==> config.mk <==
export PLATFORM = sky130hd
export DESIGN_NAME = dti_io
export DESIGN_NICKNAME = d
export VERILOG_FILES = /design/src/logic/dti_pkg.sv /design/src/logic/dti_io.sv
export SDC_FILE = /design/constraint.sdc
export NUM_CORES = 1
export LEC_CHECK = 0
export BUFFER_PORTS_ARGS = -buffer_cell sky130_fd_sc_hd__buf_2
export CAP_MARGIN = 10
export CORE_MARGIN = 2
export CORE_UTILIZATION = 60
export DETAILED_ROUTE_END_ITERATION = 16
export PLACE_DENSITY = 0.83
export SLEW_MARGIN = 20
export SYNTH_ARGS = -nofsm -noshare
export SYNTH_HDL_FRONTEND = slang
export SYNTH_SLANG_ARGS = --single-unit
==> constraint.sdc <==
create_clock -name clk -period 8.5 [get_ports clk]
set_input_delay 1.7 -clock clk [delete_from_list [all_inputs] [get_ports clk]]
set_output_delay 1.7 -clock clk [all_outputs]
set_load 0.1 [all_outputs]
==> src/logic/dti_pkg.sv <==
// Constants and types for the debounced trigger I/O block
package dti_pkg;
    localparam int unsigned CLK_HZ           = 10_000_000;
    localparam int unsigned CYC_PER_US       = CLK_HZ / 1_000_000;
    localparam int unsigned CYC_PER_MS       = CLK_HZ / 1_000;
    // Trigger input debounce after reset, in microseconds (50)
    localparam logic [15:0] DEB_DEFAULT_US   = 16'h0032;
    // Shortest trigger pulse the source must hold, in milliseconds
    localparam int unsigned TRIG_MIN_HOLD_MS = 16;
    localparam int unsigned DEB_CNT_W        = 20;
    localparam int unsigned US_DIV_W         = 4;
    localparam int unsigned MS_DIV_W         = 16;
    localparam logic [3:0]  US_DIV_LAST      = 4'(CYC_PER_US - 1);
    localparam logic [15:0] CNT16_ZERO       = 16'h0000;
    localparam logic [19:0] DEB_CNT_ZERO     = 20'h00000;

    typedef enum logic [1:0] {
        DTI_OUT_LOW    = 2'b00,
        DTI_OUT_HIGH   = 2'b01,
        DTI_OUT_DIRECT = 2'b10,
        DTI_OUT_BYPASS = 2'b11
    } dti_mode_e;

    typedef enum logic [1:0] {
        DTI_TRG_IDLE  = 2'b00,
        DTI_TRG_DELAY = 2'b01,
        DTI_TRG_FRAME = 2'b10
    } dti_trg_e;

    localparam dti_mode_e OUT_MODE_RST = DTI_OUT_LOW;
endpackage

==> src/logic/dti_io.sv <==
// Debounced inputs, delayed hardware trigger and two mode-driven outputs
`timescale 1ns/100ps
`default_nettype none
module dti_io #(
    parameter int unsigned MS_CYCLES = dti_pkg::CYC_PER_MS
) (
    input  wire logic                  clk,
    input  wire logic                  reset_n,
    input  wire logic [1:0]            in_pin,
    input  wire logic [1:0][15:0]      deb_width_us,
    input  wire logic [1:0]            deb_write,
    output logic      [1:0]            filtered_input_line,
    output logic      [1:0]            in_event,
    output logic      [1:0]            event_flag,
    input  wire logic [1:0]            event_clear,
    input  wire logic                  hw_trig_enable,
    input  wire logic                  trig_src,
    input  wire logic [15:0]           trig_delay_us,
    input  wire logic                  frame_done,
    output logic                       acq_trigger,
    output logic                       trig_busy,
    input  wire dti_pkg::dti_mode_e    out_mode [2],
    input  wire logic [1:0]            out_invert,
    input  wire logic [1:0][15:0]      out_delay_ms,
    input  wire logic [1:0][15:0]      out_pulse_ms,
    input  wire logic [1:0]            out_fire,
    input  wire logic [1:0]            bypass_src,
    output logic      [1:0]            out_pending,
    output logic      [1:0]            out_line
);
    import dti_pkg::*;

    function automatic logic [DEB_CNT_W-1:0] deb_cycles(input logic [15:0] us);
        deb_cycles = DEB_CNT_W'(us) * DEB_CNT_W'(CYC_PER_US);
    endfunction

    // Time base: one-cycle enables per microsecond and per millisecond
    logic [US_DIV_W-1:0] us_div_reg;
    logic [MS_DIV_W-1:0] ms_div_reg;
    logic                us_tick;
    logic                ms_tick;
    assign us_tick = (us_div_reg == US_DIV_LAST);
    assign ms_tick = (ms_div_reg == MS_DIV_W'(MS_CYCLES - 1));

    always_ff @(posedge clk) begin
        if (!reset_n) begin
            us_div_reg <= '0;
        end else if (us_tick) begin
            us_div_reg <= '0;
        end else begin
            us_div_reg <= us_div_reg + 1'b1;
        end
    end

    always_ff @(posedge clk) begin
        if (!reset_n) begin
            ms_div_reg <= '0;
        end else if (ms_tick) begin
            ms_div_reg <= '0;
        end else begin
            ms_div_reg <= ms_div_reg + 1'b1;
        end
    end

    // Input filters
    logic [1:0]       sync1_reg;
    logic [1:0]       sync2_reg;
    logic [1:0]       filt_reg;
    logic [1:0]       event_reg;
    logic [1:0]       flag_reg;
    logic [1:0][15:0] deb_reg;
    logic [1:0][19:0] deb_cnt_reg;

    genvar i;
    generate
        for (i = 0; i < 2; i++) begin : g_in
            always_ff @(posedge clk) begin
                if (!reset_n) begin
                    deb_reg[i] <= DEB_DEFAULT_US;
                end else if (deb_write[i]) begin
                    deb_reg[i] <= deb_width_us[i];
                end
            end

            // Second stage alone reads the first
            always_ff @(posedge clk) begin
                if (!reset_n) begin
                    sync1_reg[i] <= 1'b0;
                    sync2_reg[i] <= 1'b0;
                end else begin
                    sync1_reg[i] <= in_pin[i];
                    sync2_reg[i] <= sync1_reg[i];
                end
            end

            // Any glitch back to the filtered level restarts the count
            always_ff @(posedge clk) begin
                if (!reset_n) begin
                    filt_reg[i]    <= 1'b0;
                    deb_cnt_reg[i] <= DEB_CNT_ZERO;
                    event_reg[i]   <= 1'b0;
                end else begin
                    event_reg[i] <= 1'b0;
                    if (sync2_reg[i] == filt_reg[i]) begin
                        deb_cnt_reg[i] <= DEB_CNT_ZERO;
                    end else if (deb_cnt_reg[i] >= deb_cycles(deb_reg[i])) begin
                        filt_reg[i]    <= sync2_reg[i];
                        deb_cnt_reg[i] <= DEB_CNT_ZERO;
                        event_reg[i]   <= sync2_reg[i];
                    end else begin
                        deb_cnt_reg[i] <= deb_cnt_reg[i] + 1'b1;
                    end
                end
            end

            // Set wins over a clear in the same cycle
            always_ff @(posedge clk) begin
                if (!reset_n) begin
                    flag_reg[i] <= 1'b0;
                end else if (event_reg[i]) begin
                    flag_reg[i] <= 1'b1;
                end else if (event_clear[i]) begin
                    flag_reg[i] <= 1'b0;
                end
            end

        end
    endgenerate

    assign filtered_input_line = filt_reg;
    assign in_event            = event_reg;
    assign event_flag          = flag_reg;

    // Hardware trigger: delay, one frame, back to standby
    // Trigger pulses shorter than the minimum hold may be filtered out
    dti_trg_e    trg_state_reg;
    logic [15:0] trg_cnt_reg;
    logic        acq_reg;

    always_ff @(posedge clk) begin
        if (!reset_n) begin
            trg_state_reg <= DTI_TRG_IDLE;
            trg_cnt_reg   <= CNT16_ZERO;
            acq_reg       <= 1'b0;
        end else begin
            acq_reg <= 1'b0;
            case (trg_state_reg)
                DTI_TRG_IDLE: begin
                    if (hw_trig_enable && event_reg[trig_src]) begin
                        trg_cnt_reg   <= trig_delay_us;
                        trg_state_reg <= DTI_TRG_DELAY;
                    end
                end
                DTI_TRG_DELAY: begin
                    if (!hw_trig_enable) begin
                        trg_state_reg <= DTI_TRG_IDLE;
                    end else if (trg_cnt_reg == CNT16_ZERO) begin
                        acq_reg       <= 1'b1;
                        trg_state_reg <= DTI_TRG_FRAME;
                    end else if (us_tick) begin
                        trg_cnt_reg <= trg_cnt_reg - 1'b1;
                    end
                end
                DTI_TRG_FRAME: begin
                    // Triggers arriving mid-frame are dropped
                    if (frame_done || !hw_trig_enable) begin
                        trg_state_reg <= DTI_TRG_IDLE;
                    end
                end
                default: trg_state_reg <= DTI_TRG_IDLE;
            endcase
        end
    end

    assign acq_trigger = acq_reg;
    assign trig_busy   = (trg_state_reg != DTI_TRG_IDLE);

    // Outputs: mode logic, then inverter, then flip-flop
    logic [1:0]       pend_reg;
    logic [1:0]       act_reg;
    logic [1:0][15:0] out_cnt_reg;
    logic [1:0]       line_reg;

    generate
        for (i = 0; i < 2; i++) begin : g_out
            always_ff @(posedge clk) begin
                if (!reset_n || out_mode[i] != DTI_OUT_DIRECT) begin
                    pend_reg[i]    <= 1'b0;
                    act_reg[i]     <= 1'b0;
                    out_cnt_reg[i] <= CNT16_ZERO;
                end else if (pend_reg[i]) begin
                    if (out_cnt_reg[i] == CNT16_ZERO) begin
                        pend_reg[i]    <= 1'b0;
                        act_reg[i]     <= 1'b1;
                        out_cnt_reg[i] <= out_pulse_ms[i];
                    end else if (ms_tick) begin
                        out_cnt_reg[i] <= out_cnt_reg[i] - 1'b1;
                    end
                end else if (act_reg[i]) begin
                    if (out_cnt_reg[i] == CNT16_ZERO) begin
                        act_reg[i] <= 1'b0;
                    end else if (ms_tick) begin
                        out_cnt_reg[i] <= out_cnt_reg[i] - 1'b1;
                    end
                end else if (out_fire[i]) begin
                    pend_reg[i]    <= 1'b1;
                    out_cnt_reg[i] <= out_delay_ms[i];
                end
            end

            always_ff @(posedge clk) begin
                if (!reset_n) begin
                    line_reg[i] <= 1'b0;
                end else begin
                    case (out_mode[i])
                        DTI_OUT_LOW:    line_reg[i] <= out_invert[i];
                        DTI_OUT_HIGH:   line_reg[i] <= ~out_invert[i];
                        DTI_OUT_DIRECT: line_reg[i] <= act_reg[i] ^ out_invert[i];
                        DTI_OUT_BYPASS: line_reg[i] <= filt_reg[bypass_src[i]] ^ out_invert[i];
                        default:        line_reg[i] <= out_invert[i];
                    endcase
                end
            end

        end
    endgenerate

    assign out_pending = pend_reg;
    assign out_line    = line_reg;
endmodule
`default_nettype wire

==> impl_metrics.yaml, run 1 <==
clock_network:
  clk_pin_slew_ps: 60
  clock-sinks: 159
  root_buffer: "clkbuf_16"
  htreeDepth: 4
  postCtsSetupRepairBufs: 0
  cts_tree: "done"
  clkLatencyLatePin_ps: 420
  cts_buffer_depth: 2
  cts.repair.resized: 0
  cts_made_buffers: 17
  cts_hold_buf: 0
placement:
  placed_area_um2: 11120
  portBuffers: 144
  dpl.hpwl_mm: 18.08
  routabilityCongestion: 0.8916
  dp_worst_setup_slack_ps: 3736
synthesis:
  synth_area_um2: 10340
  synth_edf_count: 0
  synth.yosys.seq_area_share: 0.3077
  yosys.cell_types.count: 85
  synth.yosys.warnings: 0
  syn_inst: 1246
  syn_nets: 1485
  syn_avg_cell_area_um2: 8.302
  synthFlopType: "dfxtp_1"
  synthArstFlopShare: 0
  ys_ff_latch: 159
floorplan:
  start_util: 0.6064
  io_pins: 145
  die_area_um2: 18310
  dieHeight_um: 135.3
  core_area_um2: 17060
  die_width_um: 135.3
  row_count: 48
timing:
  skew_ps: 7.509
  setup_viol: 0
  hold_viol_final: 0
  worstMarginPinSlew_ps: 1000
  fin_ws_ps: 3719
  fin_crit_ps: 4781
  rsz0062_at_grt: "no"
  finalSetupTns_ps: 0
  max-slew-margin-rel: 0.3331
  min_period_over_period: 0.5625
  fmax_ghz: 0.2092
  hold_ws_ps: 432.2
  drv_slew: 0
critical_path:
  worstPathMaxFanout: 20
  startpoint_type: "register"
  r2r_cells: 18
  worst_ep_required_time_ps: 8830
  critPathKind: "register to register"
  cp.arrival_ps: 5110
  cp-end-kind: "register"
power:
  finalPower_mw: 1.924
  p_leak_nw: 5.364
  clock_power_share: 0.440
  internal-power_mw: 1.426
  power.density_nw_per_um2: 163.3
  p_seq_frac: 0.406
  combPwrFrac: 0.154
  vdd_drop_max_mv: 0.1486
  sw_frac_of_total: 0.2589
  p_switching_mw: 0.4980
worst_hold_path:
  holdPathStages: 1
  min_path_type: "register to register"
finish:
  multi_input_area_um2: 6754
  diodes: 0
  n_fill_cell: 1406
  areaGrowthSynthToFinish_pct: 13.86
  regArea_um2: 3183
  largest_register_ffs: 40
  final_area_um2: 11780
  drive_above_1_share: 0.1615
  num-nets-final: 1601
global_routing:
  antenna_found_initial: 1
  grt_first_pass_wirelength_mm: 39.95
  grt_max_degree: 43
  gr-total-overflow: 0
  grt_pass1_vias: 8578
  grt_usage: 0.2652
route:
  drc: 0
  first_pass_iters: 5
  detail-route-antenna-nets: 0
  drt_iter0_drc: 698
  totalWireLength_mm: 24.38
  vias_per_cell: 5.904
  vias: 9446
  avgRoutedWirePerCell_um: 15.24
flow_run:
  drv_cap: 0
run_status:
  status: "finished clean"
==> power groups by stage <==
stage	Combinational, mW	Sequential (mW)	Clock, mW
2_1_floorplan	0.208	0.798	0
3_3_place_gp	0.283	0.795	0
3_5_place_dp	0.292	0.796	0
4_1_cts	0.296	0.780	0.855
5_1_grt	0.333	0.782	0.887
6_report	0.297	0.780	0.847
==> worst paths after layout <==
| path | to | startpoint | slack, ps |
|---|---|---|---|
| worst max-delay path | deb_cnt_reg[11] | deb_reg[3] | 3720 |
| worst min-delay path | sync2_reg[0] | sync1_reg[0] | 430 |
| worst max register to register | deb_cnt_reg[11] | deb_reg[3] | 3720 |
| worst min register to register | sync2_reg[0] | sync1_reg[0] | 430 |
==> area by class of cell <==
| type | count | area share |
|---|---|---|
| clock inverters | 12 | 0.01764 |
| inverters | 39 | 0.01243 |
| clock buffers | 20 | 0.03793 |
| flip-flops and latches | 159 | 0.2703 |
| repair buffers | 149 | 0.06438 |
| well taps | 225 | 0.02390 |
| multi-input cells | 996 | 0.5735 |
==> cells in the final DEF (no fill, tap or decap), types with 8 or more instances in the layout <==
cell | Yosys | routed
mux2i_1 | 34 | 34
xnor2_1 | 35 | 35
a21oi_1 | 100 | 100
nor4_1 | 9 | 9
or2_2 | 8 | 8
o21a_1 | 9 | 9
ha_1 | 104 | 104
and3_1 | 20 | 20
a21o_1 | 25 | 25
dfxtp_1 | 159 | 159
o31ai_1 | 9 | 9
a22oi_1 | 12 | 12
inv_1 | 38 | 38
o21ai_0 | 60 | 60
and2_1 | 9 | 9
nand2_1 | 74 | 74
o22ai_1 | 13 | 13
nand4_1 | 16 | 16
a22o_1 | 17 | 17
xor2_1 | 45 | 45
nor3b_1 | 9 | 9
nor3_1 | 28 | 28
a211oi_1 | 9 | 9
nand3_1 | 40 | 40
clkbuf_16 | 0 | 17
nor2_1 | 180 | 180
or4_1 | 8 | 8
a31oi_1 | 14 | 14
buf_2 | 12 | 144
nand2b_1 | 14 | 14
==> worst max-delay path: stages, from the launching register on <==
cell and delay [ps]:
dfxtp_1 330, ha_1 290, ha_1 230, fa_1 440
a211oi_1 230, nor2_1 90, nor4_1 250, o31ai_1 200
a21o_1 200, a21oi_1 160, xor2_1 170, ha_1 260
a21o_1 180, a21oi_1 120, o21ai_0 90, a21o_1 180
a21oi_1 270, nand4_1 680, nor2_1 320
==> cells in the mapped netlist, drive strengths merged, types with 30 or more instances <==
library cell	n	area share
inv	38	0.014
a21oi	101	0.049
nor2	181	0.067
xnor2	35	0.030
mux2i	34	0.033
nor3	30	0.017
clkbuf	32	0.012
dfxtp	159	0.31
ha	104	0.13
o21ai	61	0.030
nand2	76	0.028
xor2	45	0.038
nand3	40	0.019
==> kinds of logic (layout without fill, tap and decap cells) <==
| group | count (synthesis) | in the layout | synth area share |
|---|---|---|---|
| xor gates and xnor gates | 80 | 80 | 0.06774 |
| DFF | 159 | 159 | 0.3077 |
| and+or+nand+nor | 453 | 453 | 0.2182 |
| AOI/OAI and AO/OA | 320 | 320 | 0.2012 |
| muxes | 37 | 37 | 0.03617 |
| buffers and inverters | 91 | 220 | 0.03931 |
| adders and majority gates | 106 | 106 | 0.1297 |
==> per-layer routing <==
metal,global-route usage,vias to the layer above,share of wire
li1,-,4745,-
met1,0.3688,4376,0.47
met2,0.4292,293,0.46
met3,0.04227,32,0.050
met4,0.07234,0,0.014
met5,0,-,0
==> through the flow <==
stage,util,instances
after global routing,0.6905,1600
after detailed placement,0.6521,1568
after floorplan,-,1246
after CTS,0.6905,1600
after global placement,0.6521,1568
final,0.6905,1600
Note: power is estimated with default switching activity, not from simulation.
==> inputs of run 2 (changes only) <==
--- a/config.mk
+++ b/config.mk
@@ -8,9 +8,9 @@
 export BUFFER_PORTS_ARGS = -buffer_cell sky130_fd_sc_hd__buf_2
 export CAP_MARGIN = 10
 export CORE_MARGIN = 2
-export CORE_UTILIZATION = 60
+export CORE_UTILIZATION = 53
 export DETAILED_ROUTE_END_ITERATION = 16
-export PLACE_DENSITY = 0.83
+export PLACE_DENSITY = 0.78
 export SLEW_MARGIN = 20
 export SYNTH_ARGS = -nofsm -noshare
 export SYNTH_HDL_FRONTEND = slang
==> constraint.sdc (replaced) <==
create_clock -name clk -period 4 [get_ports clk]
set_input_delay 0.8 -clock clk [delete_from_list [all_inputs] [get_ports clk]]
set_output_delay 0.8 -clock clk [all_outputs]
set_load 0.1 [all_outputs]
==> run 2 against run 1 <==
  * Total power is 110% higher
  * Combinational power is 130% higher
  * Largest cell class unchanged
  * Global-route usage is 2.6 points lower
  * Die area is 13% higher
  * Sequential share of layout area is 0.68 points lower
  * Sequential power is 110% higher
  * Clock skew hardly changed
  * First-iteration DRC count is 8.3% lower
  * Design area is 2.8% higher
==> impl_metrics.yaml, run 2 (synthesis results as in run 1) <==
timing:
  skew_ps: 7.646
  fmax_ghz: 0.2592
  rsz0062_at_grt: "yes"
  max-slew-margin-rel: 0.3464
  hold_viol_final: 0
  fin_crit_ps: 3857
  drv_slew: 0
  setup_viol: 0
  hold_ws_ps: 434.1
  fin_ws_ps: 142.6
  finalSetupTns_ps: 0
  min_period_over_period: 0.9643
  worstMarginPinSlew_ps: 980.3
critical_path:
  cp.arrival_ps: 4210
  startpoint_type: "register"
  r2r_cells: 19
  slowest_delay_ps: 360
  worstPathCellList: "ha_4, ha_4, fa_2, a211oi_2, nor2_2, nor4_4, o31ai_2, a21o_1, a21oi_2, xor2_1, ha_1, a21o_1, a21oi_1, o21ai_1, a21o_1, a21oi_2, nand4_1, buf_6, nor2_1"
  cp.depth: 19
  critPathKind: "register to register"
  crit_slowest_cell: "fa_2"
  cp_top_family: "compound AO/OA/AOI/OAI gates"
  timing.critical_path.buf_inv: 1
  critical_path.most_common_cell: "a21o_1"
  cp-end-kind: "register"
  worstPathMaxFanout: 6
  worst_ep_required_time_ps: 4350
placement:
  dp_worst_setup_slack_ps: -29.75
  dpl.hpwl_mm: 18.06
  placed_area_um2: 11260
  dp.cells: 1620
  routabilityCongestion: 0.9247
  portBuffers: 144
finish:
  final_area_um2: 12110
  regArea_um2: 3189
  num-nets-final: 1618
  layout_commonest_cell: "nor2_1"
  layout_common_cells: "nor2_1 (168), dfxtp_1 (154), buf_2 (144), a21oi_1 (96), ha_1 (96)"
  areaGrowthSynthToFinish_pct: 17.04
  n_fill_cell: 1658
  diodes: 0
  multi_input_area_um2: 6953
  finish.utilization: 0.6262
  largest_register_ffs: 40
  drive_above_1_share: 0.1997
  stdcell_count: 1657
clock_network:
  htreeDepth: 4
  clock-sinks: 159
  cts_buffer_depth: 2
  cts_hold_buf: 0
  cts_tree: "done"
  cts_made_buffers: 17
  clk_pin_slew_ps: 70
  root_buffer: "clkbuf_16"
  clkLatencyLatePin_ps: 430
floorplan:
  row_count: 51
  dieHeight_um: 143.7
  die_width_um: 143.7
  start_util: 0.5350
  io_pins: 145
  core_area_um2: 19330
  die_area_um2: 20650
run_status:
  status: "finished clean"
global_routing:
  gr-total-overflow: 0
  grt_pass1_vias: 8595
  grt_usage: 0.2391
  grt_max_degree: 30
  grt_first_pass_wirelength_mm: 40.32
  antenna_found_initial: 1
power:
  finalPower_mw: 3.961
  vdd_drop_max_mv: 0.3363
  power.density_nw_per_um2: 327.2
  p_leak_nw: 5.443
flow_run:
  drv_cap: 0
route:
  vias: 9509
  avgRoutedWirePerCell_um: 15.09
  drc: 0
  vias_per_cell: 5.739
  first_pass_iters: 5
  detail-route-antenna-nets: 0
  drt_iter0_drc: 640
  totalWireLength_mm: 25.01
worst_hold_path:
  min_path_type: "register to register"
  holdPathStages: 1
## run 2: cell types whose count changed in the layout (fill, tap and decap cells not counted), sizes merged
cell / previous run / this run
clkinvlp: 3 / 1
clkinv: 3 / 7
inv: 40 / 44
buf: 149 / 166
bufinv: 5 / 2
clkbuf: 20 / 17
## run 2: worst paths after layout
check / from / to / slack (ps)
min: sync1_reg[1] / sync2_reg[1] / 430
max reg2reg: deb_reg[3] / deb_cnt_reg[16] / 140
min reg2reg: sync1_reg[1] / sync2_reg[1] / 430
max: deb_reg[3] / deb_cnt_reg[16] / 140
## run 2: area by class of cell
cell class,instances,share of cell area
clock buffers,17,0.03514
clock inverters,15,0.01323
inverters,39,0.01209
multi-input cells,996,0.5743
flip-flops and latches,159,0.2634
well taps,265,0.02739
repair buffers,166,0.07441
## run 2: metal layers
| metal | track usage | part of all wire | vias to the layer above |
|---|---|---|---|
| li1 | - | - | 4786 |
| met5 | 0 | 0 | - |
| met4 | 0.07276 | 0.020 | 0 |
| met1 | 0.3262 | 0.46 | 4375 |
| met2 | 0.3830 | 0.46 | 306 |
| met3 | 0.04665 | 0.054 | 42 |
## run 2: where the power goes
part	leakage, nW	internal (mW)	switching, mW	total [mW]
registers	1.29	1.62	0.0392	1.66
logic	3.86	0.306	0.370	0.676
clock network	0.290	0.930	0.695	1.63
total	5.44	2.86	1.10	3.96
## run 2: worst reg2reg max path, delay by kind of cell (launching register included)
family / cells / cell delay (ps)
compound gates: 9 / 1310
xor+xnor: 1 / 170
fa+ha+maj: 4 / 1030
flops: 1 / 340
simple gates: 4 / 710
buf+inv: 1 / 220
## run 2: what timing repair did
action,in CTS,in global routing
setup endpoints to repair,41,44
setup buffers,0,4
pin swaps,2,33
gates cloned,0,1
resized for setup,4,53
==> inputs of run 3 (changes only) <==
--- a/config.mk
+++ b/config.mk
@@ -10,7 +10,7 @@
 export CORE_MARGIN = 2
 export CORE_UTILIZATION = 53
 export DETAILED_ROUTE_END_ITERATION = 16
-export PLACE_DENSITY = 0.78
+export PLACE_DENSITY_LB_ADDON = 0.2
 export SLEW_MARGIN = 20
 export SYNTH_ARGS = -nofsm -noshare
 export SYNTH_HDL_FRONTEND = slang
==> run 3 against run 2 <==
  * Clock skew increased by 4.9 ps
  * Critical endpoint is now deb_cnt_reg[19]
  * Final cell count increased by 0.30%
  * Non-clock buffer count increased by 4
  * Die area unchanged
  * Largest cell class unchanged
  * Combinational power increased by 1%
  * Hold slack improved by 0.98 ps
  * The flow now finishes with violations (setup timing)
  * Design area increased by 1.0%
==> impl_metrics.yaml, run 3 (synthesis results as in run 1) <==
run_status:
  status: "finished with violations"
  violations: "setup timing"
route:
  first_pass_iters: 5
  avgRoutedWirePerCell_um: 15.34
  detail-route-antenna-nets: 0
  drc: 0
  vias: 9422
  drt_iter0_drc: 466
  totalWireLength_mm: 25.50
  vias_per_cell: 5.669
floorplan:
  die_area_um2: 20650
  io_pins: 145
  start_util: 0.5350
  core_area_um2: 19330
  die_width_um: 143.7
  row_count: 51
  dieHeight_um: 143.7
timing:
  fin_ws_ps: -11.38
  max-slew-margin-rel: 0.3166
  min_period_over_period: 1.003
  fmax_ghz: 0.2493
  setup_viol: 12
  hold_viol_final: 0
  drv_slew: 0
  worstMarginPinSlew_ps: 1025
  fin_crit_ps: 4011
  skew_ps: 12.55
  rsz0062_at_grt: "yes"
critical_path:
  timing.critical_path.buf_inv: 1
  crit_slowest_cell: "fa_2"
  startpoint_type: "register"
  cp.arrival_ps: 4370
  cp_top_family: "compound AO/OA/AOI/OAI gates"
  slowest_delay_ps: 400
  ff2ff_setup_slack_ps: -10
  worstPathMaxFanout: 5
  worstPathCellList: "ha_4, ha_4, fa_2, a211oi_2, nor2_1, nor4_2, o31ai_1, a21o_1, a21oi_2, xor2_1, ha_1, a21o_1, a21oi_2, o21ai_1, a21o_1, a21oi_2, nand4_1, buf_6, nor2_4"
  critPathKind: "register to register"
  worst_ep_required_time_ps: 4360
  cp-end-kind: "register"
power:
  vdd_drop_max_mv: 0.2567
  p_leak_nw: 5.468
  power.density_nw_per_um2: 321.2
placement:
  dp_worst_setup_slack_ps: -47.09
  portBuffers: 144
  dpl.hpwl_mm: 17.99
  routabilityCongestion: 0.8582
clock_network:
  cts_tree: "done"
  cts_buffer_depth: 2
  clkLatencyLatePin_ps: 430
  cts_hold_buf: 0
  htreeDepth: 4
  clk_pin_slew_ps: 70
  cts_made_buffers: 17
  root_buffer: "clkbuf_16"
  clock-sinks: 159
finish:
  drive_above_1_share: 0.2099
  areaGrowthSynthToFinish_pct: 18.25
  largest_register_ffs: 40
  layout_commonest_cell: "nor2_1"
  finish.utilization: 0.6326
  num-nets-final: 1622
  n_fill_cell: 1749
  layout_common_cells: "nor2_1 (163), dfxtp_1 (151), buf_2 (144), a21oi_1 (94), ha_1 (93)"
global_routing:
  grt_usage: 0.2400
  grt_max_degree: 40
  antenna_found_initial: 1
  grt_pass1_vias: 8554
  grt_first_pass_wirelength_mm: 40.45
  gr-total-overflow: 0
worst_hold_path:
  min_path_type: "register to register"
flow_run:
  drv_cap: 0
## run 3: path summary, 6_finish.rpt
| path | startpoint | to | cells after the start |
|---|---|---|---|
| worst max register to register | deb_reg[3] | deb_cnt_reg[19] | 19 |
| worst min register to register | sync1_reg[1] | sync2_reg[1] | 1 |
| worst max-delay path | deb_reg[3] | deb_cnt_reg[19] | 19 |
| worst min-delay path | sync1_reg[1] | sync2_reg[1] | 1 |
## run 3: through the flow
| stage | area [um^2] | instances | hold slack, ps | setup TNS [ps] | power (mW) |
|---|---|---|---|---|---|
| 2_1_floorplan | 10340 | 1246 | 411.9 | 0 | 2.139 |
| 3_3_place_gp | 11260 | 1618 | 416.5 | 0 | 2.306 |
| 3_5_place_dp | 11260 | 1618 | 417.7 | -87.45 | 2.319 |
| 4_1_cts | 11840 | 1650 | 433.0 | 0 | 3.894 |
| 5_1_grt | 12230 | 1661 | 462.6 | -5657 | 4.104 |
| 6_report | 12230 | 1662 | 435.0 | -58.79 | 3.929 |
## run 3: final cells by class
class                   instances  area (um^2)  area share
inverters                      39        146.4     0.01197
clock inverters                11        106.4    0.008695
diodes                          1        2.502   0.0002046
well taps                     265        331.6     0.02711
flip-flops and latches        159         3196      0.2613
multi-input cells             996         7007      0.5728
repair buffers                170        982.2     0.08030
clock buffers                  21        460.4     0.03764
## run 3: metal layers
metal,vias up,global-route usage,share of wire
met3,22,0.04932,0.049
met1,4362,0.3379,0.48
met4,0,0.06347,0.012
li1,4794,-,-
met2,244,0.3744,0.46
met5,-,0,0
## run 3: what timing repair did
item / in CTS / in global routing
setup buffers: 0 / 5
gates resized for setup: 2 / 71
gates cloned: 0 / 6
pin swaps: 1 / 43
setup endpoints to repair: 41 / 44
## run 3: where the power goes
part,switching (mW),internal [mW]
Combinational,0.371,0.315
Clock,0.686,0.895
Sequential,0.0398,1.62
